## src/rtl/fpds_pkg.sv

```systemverilog
/*
  Constants, register map, field layout, reset values, timing counts and the
  spin-up state encoding shared by the fan drive block.
  Assumes a single 100 MHz clock and an 8-bit register port with documented offsets.
*/
package fpds_pkg;

  // clock and timing base
  localparam int CLK_HZ = 100_000_000;
  localparam int CLK_PERIOD_NS = 10;
  localparam int CLK_DHZ = CLK_HZ * 10; // clock in tenths of a hertz
  localparam int MS_NS = 1_000_000;
  localparam int MS_CYCLES = MS_NS / CLK_PERIOD_NS; // 1 ms tick for spin-up timing
  localparam int TACHO_INPUT_OSC_HZ = 90_000;
  localparam int TACHO_INPUT_TICK_CYCLES = CLK_HZ / TACHO_INPUT_OSC_HZ; // 90 kHz measurement tick
  localparam int PWM_STEPS = 256;
  localparam int CHANS = 3;
  localparam int FANS = 4;

  // drive frequencies in tenths of a hertz
  localparam int HF_DHZ = 225_000;
  localparam int LF_DHZ0 = 110;
  localparam int LF_DHZ1 = 147;
  localparam int LF_DHZ2 = 221;
  localparam int LF_DHZ3 = 294;
  localparam int LF_DHZ4 = 353;
  localparam int LF_DHZ5 = 441;
  localparam int LF_DHZ6 = 588;
  localparam int LF_DHZ7 = 882;

  // clock cycles per duty step for each frequency
  localparam logic [15:0] HF_STEP_CYCLES = 16'(CLK_DHZ / (HF_DHZ * PWM_STEPS));
  localparam logic [7:0][15:0] LF_STEP_DEFAULT = {
    16'(CLK_DHZ / (LF_DHZ7 * PWM_STEPS)),
    16'(CLK_DHZ / (LF_DHZ6 * PWM_STEPS)),
    16'(CLK_DHZ / (LF_DHZ5 * PWM_STEPS)),
    16'(CLK_DHZ / (LF_DHZ4 * PWM_STEPS)),
    16'(CLK_DHZ / (LF_DHZ3 * PWM_STEPS)),
    16'(CLK_DHZ / (LF_DHZ2 * PWM_STEPS)),
    16'(CLK_DHZ / (LF_DHZ1 * PWM_STEPS)),
    16'(CLK_DHZ / (LF_DHZ0 * PWM_STEPS))
  };

  // startup timeout per code, in ms (code 0 = none)
  localparam logic [7:0][11:0] SPIN_MS = {
    12'hfa0, 12'h7d0, 12'h3e8, 12'h29b, 12'h190, 12'h0fa, 12'h064, 12'h000
  };

  // register offsets
  localparam logic [7:0] OFS_DUTY1 = 8'h30;
  localparam logic [7:0] OFS_DUTY2 = 8'h31;
  localparam logic [7:0] OFS_DUTY3 = 8'h32;
  localparam logic [7:0] OFS_GLOBAL = 8'h40;
  localparam logic [7:0] OFS_SETUP1 = 8'h5c;
  localparam logic [7:0] OFS_SETUP2 = 8'h5d;
  localparam logic [7:0] OFS_SETUP3 = 8'h5e;
  localparam logic [7:0] OFS_FREQ1 = 8'h5f;
  localparam logic [7:0] OFS_FREQ2 = 8'h60;
  localparam logic [7:0] OFS_FREQ3 = 8'h61;
  localparam logic [7:0] OFS_PPR = 8'h7b;

  // field positions
  localparam int SETUP_SPIN_LSB = 0; // [2:0] startup timeout code
  localparam int SETUP_POL_BIT = 4; // output_polarity
  localparam int SETUP_BHV_LSB = 5; // [7:5] channel_behaviour
  localparam int DRIVE_SEL_A_SEL_LSB = 0; // [2:0] drive_sel_a
  localparam int DRIVE_SEL_A_HF_BIT = 3;
  localparam int GLOBAL_FIXED_BIT = 5; // fixed_spinup_select
  localparam logic [2:0] BHV_MANUAL = 3'h7;

  // reset values
  localparam logic [7:0] RST_DUTY = 8'h00;
  localparam logic [7:0] RST_SETUP = 8'he2; // manual, non-inverted, 250 ms
  localparam logic [7:0] RST_DRIVE_SEL_A = 8'h04; // low frequency, 35.3 Hz
  localparam logic [7:0] RST_PPR = 8'h55; // two pulses for every fan
  localparam logic [7:0] RST_GLOBAL = 8'h00;
  localparam logic [7:0] DUTY_FULL = 8'hff;
  localparam logic [1:0] SPIN_PULSES = 2'h2;

  typedef enum logic [2:0] {
    FPDS_SP_IDLE = 3'h1,
    FPDS_SP_SPIN = 3'h2,
    FPDS_SP_RUN = 3'h4
  } fpds_spin_t;

endpackage : fpds_pkg

```

## src/rtl/fpds_pwm_chan.sv

```systemverilog
/*
  One PWM drive channel: 256-step duty with selectable step length and polarity.
  Assumes duty and controls come from logic on the same clock.
*/
`timescale 1ns/1ps
module fpds_pwm_chan #(
  parameter logic [15:0] HF_STEP = fpds_pkg::HF_STEP_CYCLES,
  parameter logic [7:0][15:0] LF_STEP = fpds_pkg::LF_STEP_DEFAULT
) (
  input wire logic mclk, // system clock
  input wire logic nrst, // async reset, active low
  input wire logic [7:0] duty, // applied duty
  input wire logic invert, // polarity select
  input wire logic fast, // high-frequency mode
  input wire logic [2:0] drive_sel_a_sel, // low-frequency code
  output logic pwm_out // drive pin
);

  typedef struct packed {
    logic [15:0] pre;
    logic [7:0] step;
    logic out;
  } fpds_pwm_t;

  fpds_pwm_t s_r;
  fpds_pwm_t s_nxt;
  logic [15:0] step_len;

  // fast mode overrides the low-frequency code
  assign step_len = fast ? HF_STEP : LF_STEP[drive_sel_a_sel];

  // step prescaler, step counter and output level
  always_comb begin
    s_nxt = s_r;
    if (s_r.pre >= step_len - 16'h0001) begin
      s_nxt.pre = 16'h0000;
      s_nxt.step = s_r.step + 8'h01;
    end else begin
      s_nxt.pre = s_r.pre + 16'h0001;
    end
    // full scale held solid so 0xff is a true 100%
    s_nxt.out = ((duty == fpds_pkg::DUTY_FULL) || (s_r.step < duty)) ^ invert;
  end

  always_ff @(posedge mclk or negedge nrst) begin
    if (!nrst) begin
      s_r <= '0;
    end else begin
      s_r <= s_nxt;
    end
  end

  assign pwm_out = s_r.out;

endmodule : fpds_pwm_chan

```

## src/rtl/fpds_top.sv

```systemverilog
/*
  Three-channel fan drive with spin-up, startup timeout, polarity, frequency
  select, manual or external automatic duty, and four tachometer period counters.
  Holds the host-visible setup, frequency, duty and pulse-count registers, one
  spin-up sequencer per channel and one period counter per tachometer line.
  Assumes a register port on mclk and tacho pins asynchronous to mclk.
  Assumes auto_duty comes from a temperature loop on the same clock, so it is
  used without synchronising; a write strobe held high writes every cycle.
  Assumes tacho_input lines idle high through their pull-ups while a fan stands still.
  Limitation: the millisecond base runs free, so a timeout may end up to one
  tick early; channel 3 counts the tacho_input edges of fans 3 and 4 together.
*/
// Summary of operation
// two-bit pulses-per-revolution field for each fan
// every fan defaults to two pulses
// spin-up drives full duty until two pulses
// timeout without two pulses raises interrupt
// three-bit timeout code, reset 250 ms
// fixed spin-up runs for timeout time
// polarity bit inverts the drive output
// high-frequency bit forces 22.5 kHz drive
// three-bit code selects low drive frequency
// behaviour code 111 means manual control
// manual writes set the output duty
// 8-bit duty maps linearly to output
// duty reads return the applied duty
// duty registers reset to zero
// automatic mode follows temperature loop duty
// 90 kHz ticks counted over N tacho_input periods
// duty zero to nonzero starts spin-up
`timescale 1ns/1ps
module fpds_top #(
  parameter int MS_CYCLES = fpds_pkg::MS_CYCLES, // cycles per millisecond tick
  parameter logic [7:0][15:0] LF_STEP = fpds_pkg::LF_STEP_DEFAULT // low-frequency step lengths
) (
  input wire logic mclk, // system clock
  input wire logic nrst, // async reset, active low
  input wire logic [7:0] reg_addr, // register offset
  input wire logic [7:0] reg_wdata, // write data
  input wire logic reg_wr, // write strobe, one cycle
  output logic [7:0] reg_rdata, // read data, one cycle after address
  input wire logic [2:0][7:0] auto_duty, // duty from the temperature loop
  input wire logic [3:0] tacho_input, // fan tacho_input pins, async
  output logic [2:0] fan_drive, // PWM drive pins
  output logic [2:0] spin_fail, // startup timeout event, one cycle
  output logic [2:0] speed_irq_hold, // fan-speed interrupts held off
  output logic [3:0][15:0] tacho_input_period // latest period count per fan
);

  // prescaler widths, sized so the terminal count always fits
  localparam int MSW = $clog2(MS_CYCLES + 1);
  localparam int TKW = $clog2(fpds_pkg::TACHO_INPUT_TICK_CYCLES + 1);

  typedef struct packed {
    // host-visible registers
    logic [2:0][7:0] duty;
    logic [2:0][7:0] setup;
    logic [2:0][7:0] drive_sel_a;
    logic [7:0] ppr;
    logic [7:0] glob;
    // registered read data
    logic [7:0] rdata;
    // tacho_input synchroniser and edge memory
    logic [3:0] tsync1;
    logic [3:0] tsync2;
    logic [3:0] tprev;
    // spin-up sequencer per channel
    logic [2:0] cmd_nz;
    fpds_pkg::fpds_spin_t [2:0] spin;
    logic [2:0][1:0] pulses;
    logic [2:0][11:0] spin_ms;
    // shared time bases
    logic [MSW-1:0] ms_pre;
    logic [TKW-1:0] tk_pre;
    // period measurement per fan
    logic [3:0] armed;
    logic [3:0][2:0] periods;
    logic [3:0][15:0] meas;
    logic [3:0][15:0] result;
    // one-cycle timeout events
    logic [2:0] fail;
  } fpds_state_t;

  fpds_state_t s_r;
  fpds_state_t s_nxt;
  // per-channel duty path, filled by the generate loop
  logic [2:0][7:0] cmd_duty;
  logic [2:0][7:0] applied;
  logic [2:0] hold;

  // per-channel duty source, spin-up override and drive
  generate
    for (genvar c = 0; c < fpds_pkg::CHANS; c++) begin : g_chan
      logic manual;
      logic [11:0] lim;
      // any behaviour code other than manual follows the external loop
      assign manual = s_r.setup[c][fpds_pkg::SETUP_BHV_LSB +: 3] == fpds_pkg::BHV_MANUAL;
      assign cmd_duty[c] = manual ? s_r.duty[c] : auto_duty[c];
      // spin-up overrides whatever duty is commanded
      assign applied[c] = (s_r.spin[c] == fpds_pkg::FPDS_SP_SPIN) ? fpds_pkg::DUTY_FULL : cmd_duty[c];
      // timeout limit in milliseconds, zero when no timeout is set
      assign lim = fpds_pkg::SPIN_MS[s_r.setup[c][fpds_pkg::SETUP_SPIN_LSB +: 3]];
      // speed alarms stay quiet while a timeout is running
      assign hold[c] = (s_r.spin[c] == fpds_pkg::FPDS_SP_SPIN) && !s_r.glob[fpds_pkg::GLOBAL_FIXED_BIT]
        && (lim != 12'h000);

      // one drive channel; polarity and frequency straight from the registers
      fpds_pwm_chan #(
        .HF_STEP(fpds_pkg::HF_STEP_CYCLES),
        .LF_STEP(LF_STEP)
      ) u_pwm (
        .mclk(mclk),
        .nrst(nrst),
        .duty(applied[c]),
        .invert(s_r.setup[c][fpds_pkg::SETUP_POL_BIT]),
        .fast(s_r.drive_sel_a[c][fpds_pkg::DRIVE_SEL_A_HF_BIT]),
        .drive_sel_a_sel(s_r.drive_sel_a[c][fpds_pkg::DRIVE_SEL_A_SEL_LSB +: 3]),
        .pwm_out(fan_drive[c])
      );
    end
  endgenerate

  // whole next state: registers, tacho_input sync, spin-up and period counters
  always_comb begin
    // scratch values, cleared first so nothing is latched
    logic ms_tick;
    logic tk_tick;
    logic [3:0] rises;
    logic rise_c;
    logic fixed;
    logic [11:0] lim_c;
    logic [1:0] pul;
    logic [2:0] nper;
    ms_tick = 1'b0;
    tk_tick = 1'b0;
    rises = 4'h0;
    rise_c = 1'b0;
    fixed = 1'b0;
    lim_c = 12'h000;
    pul = 2'h0;
    nper = 3'h0;
    s_nxt = s_r;

    // time bases
    // the millisecond tick times spin-up, the 90 kHz tick feeds the period counters
    ms_tick = s_r.ms_pre >= MSW'(MS_CYCLES - 1);
    s_nxt.ms_pre = ms_tick ? '0 : s_r.ms_pre + MSW'(1);
    tk_tick = s_r.tk_pre >= TKW'(fpds_pkg::TACHO_INPUT_TICK_CYCLES - 1);
    s_nxt.tk_pre = tk_tick ? '0 : s_r.tk_pre + TKW'(1);

    // two-stage sync, edges taken from the second stage only
    // a raw pin level could carry a metastable sample into the counters
    s_nxt.tsync1 = tacho_input;
    s_nxt.tsync2 = s_r.tsync1;
    s_nxt.tprev = s_r.tsync2;
    rises = s_r.tsync2 & ~s_r.tprev;

    // register writes
    if (reg_wr) begin
      case (reg_addr)
        // duty bytes are stored even in automatic mode, used once manual
        fpds_pkg::OFS_DUTY1: s_nxt.duty[0] = reg_wdata;
        fpds_pkg::OFS_DUTY2: s_nxt.duty[1] = reg_wdata;
        fpds_pkg::OFS_DUTY3: s_nxt.duty[2] = reg_wdata;
        fpds_pkg::OFS_GLOBAL: s_nxt.glob = reg_wdata;
        fpds_pkg::OFS_SETUP1: s_nxt.setup[0] = reg_wdata;
        fpds_pkg::OFS_SETUP2: s_nxt.setup[1] = reg_wdata;
        fpds_pkg::OFS_SETUP3: s_nxt.setup[2] = reg_wdata;
        fpds_pkg::OFS_FREQ1: s_nxt.drive_sel_a[0] = reg_wdata;
        fpds_pkg::OFS_FREQ2: s_nxt.drive_sel_a[1] = reg_wdata;
        fpds_pkg::OFS_FREQ3: s_nxt.drive_sel_a[2] = reg_wdata;
        fpds_pkg::OFS_PPR: s_nxt.ppr = reg_wdata;
        // unmapped offsets fall through and change nothing
        default: s_nxt.ppr = s_nxt.ppr;
      endcase
    end

    // read mux; duty offsets show what the pins really get
    // a read addressed in the cycle of a write still shows the old value
    case (reg_addr)
      fpds_pkg::OFS_DUTY1: s_nxt.rdata = applied[0];
      fpds_pkg::OFS_DUTY2: s_nxt.rdata = applied[1];
      fpds_pkg::OFS_DUTY3: s_nxt.rdata = applied[2];
      fpds_pkg::OFS_GLOBAL: s_nxt.rdata = s_r.glob;
      fpds_pkg::OFS_SETUP1: s_nxt.rdata = s_r.setup[0];
      fpds_pkg::OFS_SETUP2: s_nxt.rdata = s_r.setup[1];
      fpds_pkg::OFS_SETUP3: s_nxt.rdata = s_r.setup[2];
      fpds_pkg::OFS_FREQ1: s_nxt.rdata = s_r.drive_sel_a[0];
      fpds_pkg::OFS_FREQ2: s_nxt.rdata = s_r.drive_sel_a[1];
      fpds_pkg::OFS_FREQ3: s_nxt.rdata = s_r.drive_sel_a[2];
      fpds_pkg::OFS_PPR: s_nxt.rdata = s_r.ppr;
      // unmapped offsets read as zero
      default: s_nxt.rdata = 8'h00;
    endcase

    // spin-up sequencer per channel; channel 3 watches fans 3 and 4 both
    fixed = s_r.glob[fpds_pkg::GLOBAL_FIXED_BIT];
    for (int c = 0; c < fpds_pkg::CHANS; c++) begin
      rise_c = (c < 2) ? rises[c] : (rises[2] | rises[3]);
      lim_c = fpds_pkg::SPIN_MS[s_r.setup[c][fpds_pkg::SETUP_SPIN_LSB +: 3]];
      // command seen one cycle late, so a step from zero shows as an edge
      s_nxt.cmd_nz[c] = cmd_duty[c] != 8'h00;
      // timeout event lasts one cycle only
      s_nxt.fail[c] = 1'b0;
      // pulse count saturates at two, extra edges are harmless
      pul = s_r.pulses[c];
      if (rise_c && (pul != fpds_pkg::SPIN_PULSES)) begin
        pul = pul + 2'h1;
      end
      case (s_r.spin[c])
        // waiting for the commanded duty to leave zero
        fpds_pkg::FPDS_SP_IDLE: begin
          if ((cmd_duty[c] != 8'h00) && !s_r.cmd_nz[c]) begin
            s_nxt.spin[c] = fpds_pkg::FPDS_SP_SPIN;
            s_nxt.pulses[c] = 2'h0;
            s_nxt.spin_ms[c] = 12'h000;
          end
        end
        // full drive; count tacho_input edges and milliseconds
        fpds_pkg::FPDS_SP_SPIN: begin
          s_nxt.pulses[c] = pul;
          if (ms_tick && (s_r.spin_ms[c] != 12'hfff)) begin
            s_nxt.spin_ms[c] = s_r.spin_ms[c] + 12'h001;
          end
          // dropping the command to zero abandons spin-up at once
          if (cmd_duty[c] == 8'h00) begin
            s_nxt.spin[c] = fpds_pkg::FPDS_SP_IDLE;
          end else if (fixed) begin
            // tacho_input ignored; code 000 ends spin-up after a single cycle
            if (s_r.spin_ms[c] >= lim_c) begin
              s_nxt.spin[c] = fpds_pkg::FPDS_SP_RUN;
            end
          end else if (pul == fpds_pkg::SPIN_PULSES) begin
            s_nxt.spin[c] = fpds_pkg::FPDS_SP_RUN;
          end else if ((lim_c != 12'h000) && (s_r.spin_ms[c] >= lim_c)) begin
            // give up, report, and fall back to the running duty
            s_nxt.fail[c] = 1'b1;
            s_nxt.spin[c] = fpds_pkg::FPDS_SP_RUN;
          end
        end
        // running duty until the command drops to zero
        fpds_pkg::FPDS_SP_RUN: begin
          if (cmd_duty[c] == 8'h00) begin
            s_nxt.spin[c] = fpds_pkg::FPDS_SP_IDLE;
          end
        end
        default: s_nxt.spin[c] = fpds_pkg::FPDS_SP_IDLE;
      endcase
    end

    // period counters: first edge arms, N edges later the count is latched
    for (int f = 0; f < fpds_pkg::FANS; f++) begin
      // compare against code plus one: code 00 counts one period
      nper = s_r.periods[f] + 3'h1;
      if (rises[f]) begin
        if (!s_r.armed[f]) begin
          s_nxt.armed[f] = 1'b1;
          s_nxt.meas[f] = 16'h0000;
          s_nxt.periods[f] = 3'h0;
        end else if (nper == ({1'b0, s_r.ppr[2 * f +: 2]} + 3'h1)) begin
          s_nxt.result[f] = s_r.meas[f];
          s_nxt.meas[f] = 16'h0000;
          s_nxt.periods[f] = 3'h0;
        end else begin
          s_nxt.periods[f] = nper;
        end
      end else if (tk_tick && s_r.armed[f] && (s_r.meas[f] != 16'hffff)) begin
        // saturates, so a period too long to count latches full scale; a stalled fan keeps its last result
        s_nxt.meas[f] = s_r.meas[f] + 16'h0001;
      end
    end
  end

  // state register with documented power-on values
  always_ff @(posedge mclk or negedge nrst) begin
    if (!nrst) begin
      // everything not listed below powers up at zero
      s_r <= '0;
      s_r.duty <= {3{fpds_pkg::RST_DUTY}};
      s_r.setup <= {3{fpds_pkg::RST_SETUP}};
      s_r.drive_sel_a <= {3{fpds_pkg::RST_DRIVE_SEL_A}};
      s_r.ppr <= fpds_pkg::RST_PPR;
      s_r.glob <= fpds_pkg::RST_GLOBAL;
      s_r.spin[0] <= fpds_pkg::FPDS_SP_IDLE;
      s_r.spin[1] <= fpds_pkg::FPDS_SP_IDLE;
      s_r.spin[2] <= fpds_pkg::FPDS_SP_IDLE;
      // tacho_input lines idle high, so the edge memory starts high: no false edge after reset
      s_r.tsync1 <= 4'hf;
      s_r.tsync2 <= 4'hf;
      s_r.tprev <= 4'hf;
    end else begin
      s_r <= s_nxt;
    end
  end

  // outputs straight from the state, except the decoded hold-off
  assign reg_rdata = s_r.rdata;
  assign spin_fail = s_r.fail;
  assign speed_irq_hold = hold;
  assign tacho_input_period = s_r.result;

endmodule : fpds_top

```

## config.mk

```make
export PLATFORM = sky130hd
export DESIGN_NAME = fpds_top
export DESIGN_NICKNAME = d
export VERILOG_FILES = /design/src/rtl/fpds_pkg.sv /design/src/rtl/fpds_pwm_chan.sv /design/src/rtl/fpds_top.sv
export SDC_FILE = /design/constraint.sdc
export NUM_CORES = 1
export LEC_CHECK = 0
export BUFFER_PORTS_ARGS = -buffer_cell sky130_fd_sc_hd__buf_2
export CAP_MARGIN = 20
export CELL_PAD_IN_SITES_DETAIL_PLACEMENT = 0
export CELL_PAD_IN_SITES_GLOBAL_PLACEMENT = 1
export CORE_ASPECT_RATIO = 1.4
export CORE_MARGIN = 1
export CORE_UTILIZATION = 50
export CTS_BUF_LIST = sky130_fd_sc_hd__clkbuf_2
export DETAILED_ROUTE_END_ITERATION = 7
export PLACE_DENSITY = 0.89
export SYNTH_ARGS = -nofsm -noshare
export SYNTH_HDL_FRONTEND = slang
export SYNTH_SLANG_ARGS = --single-unit
```

## constraint.sdc

```tcl
create_clock -name mclk -period 5.2 [get_ports mclk]
set_input_delay 0.78 -clock mclk [delete_from_list [all_inputs] [get_ports mclk]]
set_output_delay 0.78 -clock mclk [all_outputs]
set_load 0.02 [all_outputs]
```

==> run summary <==
PD cells: 264 mW/mm^2
post-place setup slack: 927 ps
Fin. Hold Viols: 0
design area: 0.0261 mm^2
IO Port Bufs: 127
hold crit path type: input port to flip-flop
Hold Path Origin: reg_wdata[6]
fmax: 228 MHz
final total power: 0.00689 W
drt via density: 5.87
TritonCTS Buffers: 99
max-cap violation count: 0
Antenna Nets Post-Route: 0
synthesized cell area: 0.0244 mm^2
DR iter-0 viols: 1037
Worst Skew: 107 ps
top_reg_cell synth: dfrtp_1
Worst Tran Pin Value: 1110 ps
Worst Hold Depth: 2
Die Span Y: 263 um
Worst Slack Setup Final: 806 ps
core area: 0.0480 mm^2
Post-DP Area: 0.0250 mm^2
slowest stage cell, crit path: dfrtp_1
largest net degree at the start of global routing: 153
die area: 0.0496 mm^2
vias in the first global route: 19.6k
r2r setup slk: 810 ps
via count: 19.3k
CTS Sinks: 412
#FFs+latches synth: 412
die width: 189 um
TritonCTS clock tree: built
worst stage delay on the critical path: 710 ps
share of cells above drive strength 1: 18.5%
fillers: 4382
Max rail drop VDD: 0.224 mV
Net Count, Synth: 2709
CP Data Required Time: 6190 ps
Syn. warnings: 0
final HPWL from detailed placement: 42900 um
Starting Density: 50.8%
Slew Limit Headroom: 25.8%
FP Rows: 95
routed wire length: 58900 um
FF-to-FF Start: s_r[265]$_DFFE_PN0P_
1st-pass router iterations: 5
status: finished, final reports clean
async set or reset register ratio after synthesis: 100%
setup TNS: 0 ps
Setup crit start kind: flip-flop
# setup viols final: 0
GRT Resource Usage Total: 24.2%
CP max FO: 17
Worst Path Buf+Inv: 2
Setup Buffers After CTS: 0
Crit Path Class: flip-flop to flip-flop
Root Driver: clkbuf_2
leakage: 12.4 nW
area of the multi-input gates: 0.0128 mm^2
CP Data Arrival Time: 5380 ps
number of enable flip-flop cells after synthesis: 0
Yosys cell types: 79
clock buffer depth: 3
final worst path period need: 4390 ps
Seq/Total Area, Yosys: 42.5%
initial antenna violation count: 6
worst reg2reg endpoint: g_chan[0].u_pwm.s_r[15]$_DFF_PN0_
Final period util: 84.5%
cell count after synthesis: 2492
gpl congestion: 0.921
first-pass GRT wire length: 97800 um
clock latency on the worst-skew pair: 1120 ps
FF/Latch Area: 0.0104 mm^2
Avg Inst Size Synth: 9.78 um^2
total congestion overflow: 0
path depth of the worst reg2reg path: 15
fin. max-slew vios: 0
unrepaired setup endpoints after global routing: false
routed length per instance: 17.9 um
CP top delay family: simple AND/OR/NAND/NOR gates
Final nets: 2795
Reg clk slew, reported paths: 130 ps
Remaining DRCs: 0
critical-path cell list: inv_1 -> ha_1 -> nor4b_1 -> a311oi_1 -> nor3_1 -> nand2_1 -> xnor2_1 -> o21ai_0 -> ha_1 -> or4_1 -> nor2_1 -> o21a_1 -> o211ai_1 -> buf_4 -> nor2_1
Worst Setup End Kind: flip-flop
area delta synth->final: 6.91%
Min-Delay Endpoint: s_r[263]$_DFFE_PN1P_
I/O Pins: 128
H-tree depth: 3
[what timing repair did]
item / CTS / global route
hold buffers: 9 / 0
gates resized for setup: 0 / 0
endpoints found under the setup margin: 0 / 0
endpoints found under the hold margin: 76 / 0
[per-stage QoR]
| stage | instances | hold WS [ps] | util [%] |
|---|---|---|---|
| after floorplan | 2492 | 345 | - |
| after global placement | 3097 | 347 | 52.1 |
| after detailed placement | 3097 | 350 | 52.1 |
| after CTS | 3288 | 13.0 | 54.2 |
| after global routing | 3292 | 79.7 | 54.3 |
| final | 3293 | 146 | 54.3 |
[flip-flops by register name, summed over array words and instances, names as in the netlist]
register,flops
reg_rdata,8
tacho_input_period,64
g_chan.u_pwm.pwm_out,3
s_nxt,8
g_chan.u_pwm.s_r,72
spin_fail,3
s_r,254
[placed cells by master (no fill, tap or decap), drive strengths merged, types with 27 or more instances in the layout]
cell type / netlist / layout
dfstp: 34 / 34
dfrtp: 378 / 378
nor4: 42 / 42
o21ai: 141 / 141
buf: 88 / 142
nand2b: 31 / 31
xor2: 73 / 73
nor2: 211 / 211
nand2: 243 / 243
nor3: 46 / 46
nor2b: 27 / 27
clkbuf: 79 / 130
and3: 68 / 68
mux2: 140 / 140
nand4: 77 / 77
inv: 67 / 70
xnor2: 74 / 74
clkinv: 2 / 48
nand3: 115 / 115
ha: 170 / 170
a21oi: 62 / 62
[logic make-up after synthesis]
group	share of synthesized area [%]
AOI/OAI and AO/OA	10.3
xor gates and xnor gates	5.67
adders and majority gates	8.73
buffers and inverters	4.87
DFF	42.5
muxes	8.07
and+or+nand+nor	19.8
[layer usage]
layer | part of all wire [%] | routed length (um) | track usage, %
met1 | 40 | 23300 | 28.2
met2 | 51 | 30100 | 42.5
met3 | 5.2 | 3070 | 3.68
met4 | 4.0 | 2360 | 12.7
met5 | 0.065 | 38 | 0
[where the power goes]
part | internal (W) | switching, W | total (W)
clock network | 0.000798 | 0.00137 | 0.00217
registers | 0.00336 | 0.000183 | 0.00354
logic | 0.000487 | 0.000693 | 0.00118
[cells in the mapped netlist (34+ instances only)]
master | count | area share (%)
dfstp_2 | 34 | 3.7
xnor2_1 | 74 | 2.7
mux2_2 | 140 | 6.5
nand3_1 | 115 | 2.4
nor3_1 | 46 | 0.94
clkbuf_1 | 79 | 1.2
nand4_1 | 76 | 2.0
nor4_1 | 41 | 1.1
and3_1 | 68 | 1.7
nand2_1 | 243 | 3.7
xor2_1 | 73 | 2.6
a21oi_1 | 62 | 1.3
dfrtp_1 | 378 | 39
o21ai_0 | 138 | 2.8
buf_4 | 78 | 2.4
ha_1 | 170 | 8.7
inv_1 | 67 | 1.0
nor2_1 | 211 | 3.2
[final cells by class]
cell class                      count  area share [%]
Clock inverter                     53            1.05
Antenna cell                        4          0.0384
Clock buffer                      129            2.48
Sequential cell                   412            39.7
Tap cell                          630            3.02
Timing Repair Buffer              152            3.43
Inverter                           69           0.994
Multi-Input combinational cell   1844            49.3
[worst max-delay path by stage]
stage	startpoint	end	slack, ps	depth (start not counted)
after floorplan	s_r[266]$_DFFE_PN0P_	g_chan[0].u_pwm.s_r[16]$_DFF_PN0_	1450	16
after global placement	s_r[265]$_DFFE_PN0P_	g_chan[0].u_pwm.s_r[2]$_DFFE_PN0P_	1020	13
after detailed placement	s_r[265]$_DFFE_PN0P_	g_chan[0].u_pwm.s_r[21]$_DFF_PN0_	930	14
after CTS	s_r[265]$_DFFE_PN0P_	g_chan[0].u_pwm.s_r[15]$_DFF_PN0_	860	14
after global routing	s_r[265]$_DFFE_PN0P_	g_chan[0].u_pwm.s_r[16]$_DFF_PN0_	360	15
final	s_r[265]$_DFFE_PN0P_	g_chan[0].u_pwm.s_r[15]$_DFF_PN0_	810	15
[worst register-to-register path: stages (launching register included)]
cell and delay (ps):
dfrtp_1 710, inv_1 290, ha_1 450, nor4b_1 290, a311oi_1 130, nor3_1 330, nand2_1 110, xnor2_1 170
o21ai_0 100, ha_1 210, or4_1 500, nor2_1 110, o21a_1 120, o211ai_1 320, buf_4 330, nor2_1 120
Power figures use the tool's default switching activity.
